==> src/chmux_cfg.svh <==
// Register offsets, field positions and reset values of the channel bank
`ifndef CHMUX_CFG_SVH
`define CHMUX_CFG_SVH

`define ADDR_W 6
`define DATA_W 16
`define CHAN_N 4

`define CHAN0_SEL_ADDR 6'h09
`define CHAN1_SEL_ADDR 6'h0E
`define CHAN2_SEL_ADDR 6'h13
`define CHAN3_SEL_ADDR 6'h18
`define CHECKSUM_ADDR 6'h3E

`define CHAN_SEL_RESET 16'h0000
`define CHECKSUM_RESET 16'h0000

`define SEL_LSB 0
`define SEL_MSB 1
`define CHAN_KEEP_MASK 16'hFFC7
`define CHAN_RSVD_WR_MASK 16'hFFC4
`define CHAN_RSVD_RO_MASK 16'h0038

`endif

==> src/chmux_pkg.sv <==
// Types shared by the channel input-select bank
package chmux_pkg;

  typedef enum logic [1:0] {
    SEL_PINS = 2'h0,
    SEL_SHORT = 2'h1,
    SEL_TEST_POS = 2'h2,
    SEL_TEST_NEG = 2'h3
  } input_sel_t;

  typedef struct packed {
    logic pins;
    logic shorted;
    logic test_pos;
    logic test_neg;
  } route_t;

endpackage

==> src/chan_sel_if.sv <==
// Carries channel selects to the route decoder and its decoded controls back
interface chan_sel_if;
  import chmux_pkg::*;
  input_sel_t [3:0] sel;
  route_t [3:0] route;
  modport cfg (output sel, input route);
  modport dec (input sel, output route);
endinterface

==> src/chan_input_bank.sv <==
// Channel input-select register bank with register-map checksum
// Overview of operation
// - Select code 00 connects the channel's own positive and negative pins.
// - Select code 01 disconnects the pins and shorts the converter inputs.
// - Select code 10 applies the positive and 11 the negative test signal.
// - Channel 0 register sits at 09h, resets to zero, select in bits 1:0.
// - Channel 1 register sits at 0Eh and resets to zero.
// - Channel 2 register sits at 13h and resets to zero.
// - Channel 3 register sits at 18h and resets to zero.
// - The checksum register sits at 3Eh and reads zero after reset.
// - The checksum register is a read-only 16-bit register-map CRC value.
module chan_input_bank
  import chmux_pkg::*;
(
  input wire logic ref_clk,
  input wire logic rst,
  input wire logic [5:0] reg_addr,
  input wire logic reg_wr,
  input wire logic reg_rd,
  input wire logic [15:0] reg_wdata,
  input wire logic crc_load,
  input wire logic [15:0] crc_value,
  output logic [15:0] reg_rdata,
  output logic reg_rvalid,
  output logic reg_addr_err,
  output logic rsvd_wr_err,
  output logic [3:0] ch_route_pins,
  output logic [3:0] ch_short,
  output logic [3:0] ch_test_pos,
  output logic [3:0] ch_test_neg
);
`include "chmux_cfg.svh"

  // ===========================================
  // Declarations
  logic [15:0] chan_r [4];
  logic [15:0] crc_r;
  logic [3:0] chan_hit;
  logic crc_hit;
  logic [15:0] rd_mux;
  chan_sel_if sel_bus ();

  // ===========================================
  // Address decode
  addr_map u_addr_map (
    .addr(reg_addr),
    .chan_hit(chan_hit),
    .crc_hit(crc_hit)
  );

  // ===========================================
  // Channel registers
  genvar i;
  generate
    for (i = 0; i < 4; i++) begin : g_chan
      always_ff @(posedge ref_clk) begin
        if (rst) begin
          chan_r[i] <= `CHAN_SEL_RESET;
        end else if (reg_wr && chan_hit[i]) begin
          chan_r[i] <= reg_wdata & `CHAN_KEEP_MASK;
        end
      end
      assign sel_bus.sel[i] = input_sel_t'(chan_r[i][`SEL_MSB:`SEL_LSB]);
    end
  endgenerate

  // ===========================================
  // Checksum register
  always_ff @(posedge ref_clk) begin
    if (rst) begin
      crc_r <= `CHECKSUM_RESET;
    end else if (crc_load) begin
      crc_r <= crc_value;
    end
  end

  // ===========================================
  // Read path
  always_comb begin
    rd_mux = 16'h0000;
    for (int k = 0; k < 4; k++) begin
      if (chan_hit[k]) begin
        rd_mux = chan_r[k] & ~`CHAN_RSVD_RO_MASK;
      end
    end
    if (crc_hit) begin
      rd_mux = crc_r;
    end
  end

  always_ff @(posedge ref_clk) begin
    if (rst) begin
      reg_rdata <= 16'h0000;
      reg_rvalid <= 1'b0;
    end else begin
      reg_rvalid <= reg_rd;
      if (reg_rd) begin
        reg_rdata <= rd_mux;
      end
    end
  end

  // ===========================================
  // Access errors
  always_ff @(posedge ref_clk) begin
    if (rst) begin
      reg_addr_err <= 1'b0;
      rsvd_wr_err <= 1'b0;
    end else begin
      reg_addr_err <= (reg_rd || reg_wr) && !(|chan_hit) && !crc_hit;
      rsvd_wr_err <= reg_wr && (|chan_hit) &&
                     (|(reg_wdata & `CHAN_RSVD_WR_MASK));
    end
  end

  // ===========================================
  // Analog switch controls
  ch_route u_ch_route (
    .sel_bus(sel_bus)
  );

  always_ff @(posedge ref_clk) begin
    if (rst) begin
      ch_route_pins <= 4'hF;
      ch_short <= 4'h0;
      ch_test_pos <= 4'h0;
      ch_test_neg <= 4'h0;
    end else begin
      for (int k = 0; k < 4; k++) begin
        ch_route_pins[k] <= sel_bus.route[k].pins;
        ch_short[k] <= sel_bus.route[k].shorted;
        ch_test_pos[k] <= sel_bus.route[k].test_pos;
        ch_test_neg[k] <= sel_bus.route[k].test_neg;
      end
    end
  end

endmodule // chan_input_bank

==> src/addr_map.sv <==
// Address decoder of the channel bank
module addr_map
  import chmux_pkg::*;
(
  input wire logic [5:0] addr,
  output logic [3:0] chan_hit,
  output logic crc_hit
);
`include "chmux_cfg.svh"

  // ===========================================
  // Decode
  localparam logic [5:0] CHAN_ADDR [4] = '{
    `CHAN0_SEL_ADDR, `CHAN1_SEL_ADDR, `CHAN2_SEL_ADDR, `CHAN3_SEL_ADDR
  };

  function automatic logic hit_of(input logic [5:0] a, input logic [5:0] t);
    hit_of = (a == t);
  endfunction

  genvar i;
  generate
    for (i = 0; i < 4; i++) begin : g_hit
      assign chan_hit[i] = hit_of(addr, CHAN_ADDR[i]);
    end
  endgenerate

  assign crc_hit = hit_of(addr, `CHECKSUM_ADDR);

endmodule // addr_map

==> src/ch_route.sv <==
// Decodes each channel's input select into analog switch controls
module ch_route
  import chmux_pkg::*;
(
  chan_sel_if.dec sel_bus
);

  // ===========================================
  // Per-channel decode
  genvar i;
  generate
    for (i = 0; i < 4; i++) begin : g_ch
      always_comb begin
        sel_bus.route[i] = '0;
        case (sel_bus.sel[i])
          SEL_PINS: sel_bus.route[i].pins = 1'b1;
          SEL_SHORT: sel_bus.route[i].shorted = 1'b1;
          SEL_TEST_POS: sel_bus.route[i].test_pos = 1'b1;
          SEL_TEST_NEG: sel_bus.route[i].test_neg = 1'b1;
          default: sel_bus.route[i] = '0;
        endcase
      end
    end
  endgenerate

endmodule // ch_route

==> config.mk <==
export PLATFORM = sky130hd
export DESIGN_NAME = chan_input_bank
export DESIGN_NICKNAME = d
export VERILOG_FILES = /design/src/chmux_pkg.sv /design/src/chan_sel_if.sv /design/src/chan_input_bank.sv /design/src/addr_map.sv /design/src/ch_route.sv
export VERILOG_INCLUDE_DIRS = /design/src /design/src/src
export SDC_FILE = /design/constraint.sdc
export NUM_CORES = 1
export LEC_CHECK = 0
export ABC_CLOCK_PERIOD_IN_PS = 1900
export BUFFER_PORTS_ARGS = -buffer_cell sky130_fd_sc_hd__buf_4
export CAP_MARGIN = 15
export CORE_ASPECT_RATIO = 1.75
export CORE_MARGIN = 3
export CORE_UTILIZATION = 50
export CTS_CLUSTER_SIZE = 40
export DETAILED_ROUTE_END_ITERATION = 8
export PLACE_DENSITY_LB_ADDON = 0.25
export SLEW_MARGIN = 20
export SYNTH_ARGS = -nofsm -noshare
export SYNTH_HDL_FRONTEND = slang
export SYNTH_SLANG_ARGS = --single-unit
==> constraint.sdc <==
create_clock -name ref_clk -period 1.9 [get_ports ref_clk]
set_clock_uncertainty 0.05 [all_clocks]
set_input_delay 0.19 -clock ref_clk [delete_from_list [all_inputs] [get_ports ref_clk]]
set_output_delay 0.19 -clock ref_clk [all_outputs]
set_load 0.01 [all_outputs]
==> metrics.txt, run 1 <==
Synth warnings 0; Rel. slew slack 74.5%; endpoints failing hold 0; latest clock arrival within the worst-skew pair about 340 ps; total design power about 0.0046 W; DRT antenna net count 0; period utilization 71.6%; root buf cell clkbuf_16; WS Path Type in2reg; post-synthesis cell type count 39; status finished clean; Num Clock Sinks 103; most frequent cells in the layout buf_4, and2_1, edfxtp_1; DP Wirelength between 6000 and 7000 µm; clk buf depth 2; routed vias/inst 5.32; Worst Path Max Fanout 13; Tightest Hold Check Type in2reg; Post-synth EDFFs 52; post-synthesis net count 390; LEAKAGE 2.06 nW; 1st-iter DRT viols 135; WP data required 2090 ps; max-slew violation count 0; Slew @ Worst Pin about 380 ps; Final Util 63.4%; CP max stage cell or3b_1; MaxCap Viol Count 0; crit-path cells buf_4 -> or3b_1 -> a21boi_4 -> nor3_1 -> nor4b_2; row count 44; WP data arrival about 1600 ps; PwrDens 867 nW/µm²; Async S/R FF share, synth 0%; largest net degree at the start of global routing 36; Cell Area, Synth 4330 µm²; gr ovfl total 0; area grow syn2layout 22.7%; sequential cell area fraction in the yosys report 59.7%; via count 2878; CTS Hold Bufs 0; Max IR drop VDD approximately 600 µV; IO Count 78; commonest non-fill, non-tap cell in the layout buf_4; CP max stage delay 450 ps; total core area between 8000 and 9000 µm²; CTS tree done; Num CTS Buffers 9; die span in y between 100 and 150 µm; CTS clk-pin slew, worst paths 70 ps; upper clock frequency limit 735 MHz; gpl congestion 0.747; setup tns final 0 ps; fraction of layout cells with a size suffix above 1 28.6%; ANT cells 0; postcts setup bufs 0; vias in the first global route 2825; count of final setup violators 0; Gate Count Post-Synth 347; H-tree depth 3; drc violations 0; drt pass-1 iters 4; number of synthesized register bits 103; Post-Syn Area per Cell 12.5 µm²; Port Buf Inserts 74; crit path capture type register; CTS-repair resized insts 0; final wirelength 8310 µm; initial antenna violation count 0; Tmin final 1360 ps; Startpoint Class primary input; Die Wd 76.3 µm; wire length per cell 15.4 µm; ys flop type edfxtp_1; Initial Util 51.7%; Die Area 9850 µm²; global-route wire length before repair roughly 14000 µm; RSZ-0062 raised after global routing false; GRT Overall Usage between 15 and 20%; number of nets in the layout between 400 and 500
## routing by layer
metal,routed length [µm],global-route usage [%]
met3,451,5.42
met5,0,0
met2,4430,31.2
met1,3230,19.3
met4,196,8.22
## sequential cells by signal, summed over array words and instances (netlist names), 4 cells and up
signal and count:
ch_test_pos 4, ch_test_neg 4, crc_r 16, ch_route_pins 4
reg_rdata 16, ch_short 4, chan_r 52
## worst paths after layout
path	slack (ps)	to	cells after the start	from
max	540	rsvd_wr_err	5	reg_addr[1]
min	30	crc_r[14]	3	crc_value[14]
max reg2reg	800	reg_rdata[1]	3	chan_r[3][1]
min reg2reg	430	reg_rdata[5]	2	reg_rdata[5]
## synthesized netlist by cell type (9+ instances only)
library cell / number / share of area, %
a221oi_1: 12 / 2.4
a31oi_1: 13 / 1.9
and2_1: 64 / 9.3
buf_2: 9 / 1.0
clkbuf_1: 9 / 0.78
dfxtp_1: 51 / 24
edfxtp_1: 52 / 36
mux2i_1: 16 / 3.7
nor2_1: 17 / 1.5
nor2b_1: 14 / 2.0
nor3b_1: 9 / 1.6
o22ai_1: 13 / 1.9
o32ai_2: 10 / 3.8
## cell families after synthesis
group | Yosys count | share of synthesized area, %
flip-flops | 103 | 59.7
AND/OR/NAND/NOR | 135 | 20.1
multiplexers | 16 | 3.70
buffers and inverters | 28 | 3.41
AO/OA/AOI/OAI | 65 | 13.1
## area by class of cell
class / instances / area (µm²)
fillers: 689 / 3060
flip-flops and latches: 103 / 2580
multi-input cells: 216 / 1600
repair buffers: 88 / 673
clock buffers: 9 / 225
well taps: 115 / 144
clock inverters: 7 / 71.3
inverters: 3 / 11.3
## critical path: cells and delay by family
family	cells	cell delay, ps
AND/OR/NAND/NOR	3	860
buffers and inverters	1	120
AO/OA/AOI/OAI	1	380
## metrics by stage
step | instance area [µm²] | worst slack (ps) | cells | hold WS [ps]
finish | 5310 | 539 | 541 | 32.8
global route | 5310 | 489 | 541 | 41.0
CTS | 5310 | 548 | 541 | 22.3
detailed placement | 5010 | 202 | 525 | 384
global placement | 5010 | 234 | 525 | 377
floorplan | 4330 | 63.4 | 347 | 254
## power breakdown
group | leakage (nW) | internal (W) | switching (W)
registers | 0.913 | 0.00243 | 0.0000447
clock network | 0.136 | 0.00102 | 0.000772
logic | 1.01 | 0.000163 | 0.000170
total | 2.06 | 0.00361 | 0.000986
Note: power is estimated with default switching activity, not from simulation.
==> run 2, diff against run 1 <==
--- a/config.mk
+++ b/config.mk
@@ -6,7 +6,7 @@
 export SDC_FILE = /design/constraint.sdc
 export NUM_CORES = 1
 export LEC_CHECK = 0
-export ABC_CLOCK_PERIOD_IN_PS = 1900
+export ABC_CLOCK_PERIOD_IN_PS = 1200
 export BUFFER_PORTS_ARGS = -buffer_cell sky130_fd_sc_hd__buf_4
 export CAP_MARGIN = 15
 export CORE_ASPECT_RATIO = 1.75
==> constraint.sdc (replaced) <==
create_clock -name ref_clk -period 1.2 [get_ports ref_clk]
set_clock_uncertainty 0.05 [all_clocks]
set_input_delay 0.12 -clock ref_clk [delete_from_list [all_inputs] [get_ports ref_clk]]
set_output_delay 0.12 -clock ref_clk [all_outputs]
set_load 0.01 [all_outputs]
==> run 2 against run 1 <==
- sequential share of layout area shrank 5.1 points
- combinational power up 100%
- core utilization grew 7.5 points
- clock power grew 75%
- sequential cell count is the same
- die area did not move
- via count rose by 5.4%
- critical endpoint is now reg_rdata[0]
- count of clock-buffer cells in the layout did not move
- sequential power up 58%
- worst setup slack got worse by 540 ps
- design area increased by 12%
- non-clock buffer count up 49
==> metrics.txt, run 2 (synthesis gave the netlist of run 1 again) <==
status finished clean; global-route wire length before repair 15400 µm (+13%); Slew @ Worst Pin 492 ps (+109 ps); MaxCap Viol Count 0 (unchanged); 1st-iter DRT viols 129 (-4.4%); wire length per cell 16.0 µm (+4.4%); count of final setup violators 0 (unchanged); Num Clock Sinks 103 (unchanged); DRT antenna net count 0 (unchanged); H-tree depth 3 (unchanged); WS Path Type in2reg; fraction of layout cells with a size suffix above 1 35.6% (+6.9 points); crit-path most repeated cell buf_4; Worst Path Max Fanout 5 (-8); Startpoint Class primary input; row count 44 (unchanged); gpl congestion 0.762 (+2.0%); final hold slack 33.8 ps (+1.05 ps); total core area 8370 µm² (unchanged); die span in y 129 µm (unchanged); GRT Overall Usage 20.0% (+2.4 points); WP data required 1380 ps (-710 ps); Clock power frac 40.5% (+1.6 points); endpoints failing hold 0 (unchanged); gr ovfl total 0 (unchanged); RSZ-0062 raised after global routing true; area grow syn2layout 37.1%; drc violations 0 (unchanged); initial antenna violation count 0 (unchanged); crit path capture type register; crit-path cells buf_4 -> or3b_4 -> a21boi_4 -> buf_4 -> a221oi_1 -> o32ai_1; Tmin final between 1000 and 1500 ps; worst slack, placed -396 ps (-598 ps); vias in the first global route 3101 (+9.8%); DP Wirelength 6760 µm (+9.2%); Net Sw Power 0.00166 W (+68%); Regs by FF count chan_r: 52 flops, crc_r: 16 flops, reg_rdata: 16 flops; Die Area 9850 µm² (unchanged); final wirelength 9460 µm (+14%); CTS tree done; period utilization approximately 100%; CP max stage cell or3b_4; Reg power frac 50.9% (-3.0 points); upper clock frequency limit about 830 MHz; largest net degree at the start of global routing 29 (-19%); setup tns final 0 ps (unchanged); LEAKAGE 2.36 nW (+15%); Tightest Hold Check Type in2reg; most frequent cells in the layout buf_4, and2_1, edfxtp_1; routed vias/inst 5.14 (-3.4%); drt pass-1 iters 4 (unchanged); IO Count 78 (unchanged); ANT cells 0 (unchanged); Max IR drop VDD 858 µV (+44%); latest clock arrival within the worst-skew pair 340 ps (about the same); sw frac 21.4% (about the same); Combinational Power Share 8.7% (+1.5 points); Die Wd 76.3 µm (unchanged); PwrDens 1300 nW/µm² (+50%); Pint 0.00607 W (+68%); CTS clk-pin slew, worst paths 70 ps (about the same); Largest register FFs 52 (unchanged); WP data arrival 1380 ps (-180 ps); fin worst setup slack 0.338 ps (-539 ps); number of nets in the layout 513 (+11%); clk buf depth 2 (unchanged); Top reg by flops chan_r; max-slew violation count 0 (unchanged); Initial Util 51.7% (unchanged); Rel. slew slack 66.9% (-7.6 points); Num CTS Buffers 9 (unchanged); commonest non-fill, non-tap cell in the layout buf_4; Port Buf Inserts 74 (unchanged); via count 3033 (+5.4%); CP max stage delay 440 ps (about the same); root buf cell clkbuf_16
## run 2: cell count changes in the layout (fill, tap and decap cells not counted), moves of 5 or more
cell | before | now
buf_4 | 87 | 113
a221oi_1 | 12 | 6
buf_12 | 1 | 6
a221oi_2 | 0 | 6
dlygate4sd3_1 | 0 | 16
## run 2: cell type report
type	count	area (µm²)
Sequential cell	103	2580
Inverter	3	11.3
Multi-Input combinational cell	216	1720
Timing Repair Buffer	137	1150
Clock inverter	7	101
Tap cell	115	144
Clock buffer	9	225
Fill cell	620	2440
## run 2: per-layer routing
layer	share of wire (%)	vias up	track usage, %	routed length [µm]
met5	0	-	0	0
met4	1.2	0	6.83	116
met3	3.0	10	4.66	287
met2	55	57	36.0	5240
met1	40	1443	23.5	3810
li1	-	1523	-	-
## run 2: metrics by stage
stage	instance area, µm²	power (W)	util, %	instances
2_1_floorplan	4420	0.00428	-	347
3_5_place_dp	5330	0.00462	63.7	552
6_report	5930	0.00773	70.9	590
3_3_place_gp	5330	0.00460	63.7	552
4_1_cts	5840	0.00777	69.8	585
5_1_grt	5930	0.00803	70.9	590
## run 2: worst paths after layout
| path | cells past startpoint | slack, ps | end | startpoint |
|---|---|---|---|---|
| min reg2reg | 2 | 420 | reg_rdata[4] | reg_rdata[4] |
| max | 6 | 0.3 | reg_rdata[0] | reg_addr[0] |
| max reg2reg | 2 | 80 | reg_rdata[0] | chan_r[1][0] |
| min | 2 | 30 | chan_r[0][0] | reg_wdata[0] |
## run 2: repair_timing
| item | 4_1_cts | 5_1_grt |
|---|---|---|
| hold buffers | 16 | 0 |
| setup buffers | 1 | 5 |
| pin swaps | 1 | 4 |
| endpoints found under the setup margin | 16 | 38 |
| gates resized for setup | 3 | 8 |
| hold endpoints to repair | 16 | 0 |
## run 2: worst max-delay path, delay by kind of cell
family	cells	cell delay (ps)
simple gates	1	440
buf+inv	2	270
compound gates	3	550
## run 2: power by group through the flow
stage          clock (W)  sequential [W]  combinational [W]
2_1_floorplan          0         0.00400           0.000277
3_3_place_gp           0         0.00400           0.000600
3_5_place_dp           0         0.00401           0.000613
4_1_cts          0.00318         0.00393           0.000664
5_1_grt          0.00336         0.00395           0.000728
6_report         0.00313         0.00393           0.000672
==> run 3, diff against run 2 <==
--- a/config.mk
+++ b/config.mk
@@ -14,7 +14,7 @@
 export CORE_UTILIZATION = 50
 export CTS_CLUSTER_SIZE = 40
 export DETAILED_ROUTE_END_ITERATION = 8
-export PLACE_DENSITY_LB_ADDON = 0.25
+export PLACE_DENSITY = 0.84
 export SLEW_MARGIN = 20
 export SYNTH_ARGS = -nofsm -noshare
 export SYNTH_HDL_FRONTEND = slang
==> run 3 against run 2 <==
- the flow now finishes with violations (negative setup slack)
- die area unchanged
- final cell count decreased by 0.68%
- sequential share of layout area decreased by 0.19 points
- largest power group unchanged
- power decreased by 0.93%
- non-clock buffer count decreased by 4
- critical path depth unchanged
==> metrics.txt, run 3 (synthesis gave the netlist of run 1 again) <==
gr ovfl total 0 (unchanged); PwrDens 1290 nW/µm² (-1.4%); MaxCap Viol Count 0 (unchanged); Crit path max-delay family simple AND/OR/NAND/NOR gates; IO Count 78 (unchanged); row count 44 (unchanged); Num Clock Sinks 103 (unchanged); drt pass-1 iters 4 (unchanged); Die Area 9850 µm² (unchanged); initial antenna violation count 0 (unchanged); final hold slack 34.7 ps (+0.821 ps); endpoints failing hold 0 (unchanged); largest net degree at the start of global routing 35 (+21%); Rel. slew slack 66.6% (-0.26 points); total core area 8370 µm² (unchanged); drc violations 0 (unchanged); Worst Path Max Fanout 6 (+1); H-tree depth 3 (unchanged); Largest register FFs 52 (unchanged); period utilization 100% (+0.27 points); number of nets in the layout 510 (-0.58%); vias in the first global route 3343 (+7.8%); WP data required 1360 ps (-20 ps); count of final setup violators 1 (+1); failing checks negative setup slack; global-route wire length before repair 16100 µm (+4.6%); Startpoint Class primary input; Reg power frac 51.3% (+0.4 points); Tightest Hold Check Type in2reg; via count 3171 (+4.5%); status finished with violations; DP Wirelength 6930 µm (+2.4%); routed vias/inst 5.41 (+5.3%); Num CTS Buffers 9 (unchanged); Regs by FF count chan_r: 52 flops, crc_r: 16 flops, reg_rdata: 16 flops; WS Path Type in2reg; commonest non-fill, non-tap cell in the layout buf_4; root buf cell clkbuf_16; crit-path cells buf_6 -> and4b_1 -> nor3b_4 -> and3b_2 -> clkbuf_16 -> and2_1; final wirelength 10400 µm (+10%); GRT Overall Usage 21.2% (+1.2 points); Clock power frac 39.6% (-0.9 points); area grow syn2layout 37.7%; wire length per cell 17.8 µm (+11%); Max IR drop VDD 1100 µV (+28%); CTS tree done; crit path capture type register; upper clock frequency limit 831 MHz (-0.27%); LEAKAGE 2.35 nW (-0.59%); WP data arrival 1370 ps (about the same); Initial Util 51.7% (unchanged); Net Sw Power 0.00163 W (-1.7%); Combinational Power Share 9.1% (+0.4 points); Slew @ Worst Pin 496 ps (+3.79 ps); Pint 0.00603 W (-0.73%); final non-filler cell total 586 (-0.68%); fin worst setup slack -2.93 ps (-3.27 ps); Tmin final 1200 ps (+3.27 ps); sw frac 21.3% (-0.16 points); Top reg by flops chan_r; Fillers 555 (-10%); DRT antenna net count 0 (unchanged); die span in y 129 µm (unchanged); setup tns final -2.93 ps (-2.93 ps); clk buf depth 2 (unchanged); gpl congestion 0.818 (+7.4%); Final Util 71.2% (+0.31 points); Die Wd 76.3 µm (unchanged); ANT cells 0 (unchanged); 1st-iter DRT viols 222 (+72%); most frequent cells in the layout buf_4, and2_1, edfxtp_1; latest clock arrival within the worst-skew pair 340 ps (about the same); dpl cells 547 (-0.91%); RSZ-0062 raised after global routing true; max-slew violation count 0 (unchanged); CTS clk-pin slew, worst paths 70 ps (about the same); CP max stage delay 310 ps (-130 ps); Port Buf Inserts 74 (unchanged); CP max stage cell and3b_2; fraction of layout cells with a size suffix above 1 36.7% (+1.2 points); crit path buf inv count 2 (unchanged)
run 3: changes by cell type in the layout (fill, tap and decap cells not counted), sizes merged:
cell and change:
a21o +1, buf -5, clkbuf +1, clkinvlp +3
inv -4
run 3: path summary, 6_finish.rpt:
check,start,to,slack (ps),cells after the start
worst min-delay path,reg_wdata[10],chan_r[3][7],30,2
worst min register to register,reg_rdata[5],reg_rdata[5],420,2
worst max-delay path,reg_addr[0],chan_r[1][9],-3,6
worst max register to register,chan_r[0][0],reg_rdata[0],90,2
run 3: final cells by class:
cell class | count | area [µm²] | share of cell area, %
repair buffers | 133 | 1150 | 19.2
inverters | 3 | 11.3 | 0.189
clock buffers | 9 | 225 | 3.78
clock inverters | 6 | 86.3 | 1.45
flip-flops and latches | 103 | 2580 | 43.3
well taps | 115 | 144 | 2.41
multi-input cells | 217 | 1760 | 29.6
run 3: metal layers:
metal | track usage, % | part of all wire, %
met1 | 22.2 | 37
met2 | 39.9 | 56
met3 | 4.38 | 4.5
met4 | 10.6 | 2.4
met5 | 0 | 0
run 3: per-stage QoR:
| stage | total power [W] | cell area (µm²) | worst slack (ps) |
|---|---|---|---|
| global route | 0.00792 | 5960 | -54.2 |
| floorplan | 0.00428 | 4420 | -253 |
| global placement | 0.00460 | 5310 | -425 |
| finish | 0.00766 | 5960 | -2.93 |
| detailed placement | 0.00462 | 5310 | -435 |
| CTS | 0.00764 | 5790 | 3.16 |
run 3: power by group through the flow:
stage	clock (W)	sequential, W	combinational (W)
3_3_place_gp	0	0.00399	0.000602
2_1_floorplan	0	0.00400	0.000277
6_report	0.00303	0.00393	0.000696
5_1_grt	0.00322	0.00395	0.000750
3_5_place_dp	0	0.00400	0.000617
4_1_cts	0.00305	0.00393	0.000664
run 3: repair_timing:
| item | 4_1_cts | 5_1_grt |
|---|---|---|
| gates resized for setup | 3 | 20 |
| pin swaps | 0 | 6 |
| hold endpoints to repair | 16 | 0 |
| endpoints found under the setup margin | 25 | 72 |
| gates cloned | 0 | 2 |
| buffers inserted | 0 | 6 |
| hold buffers | 16 | 0 |
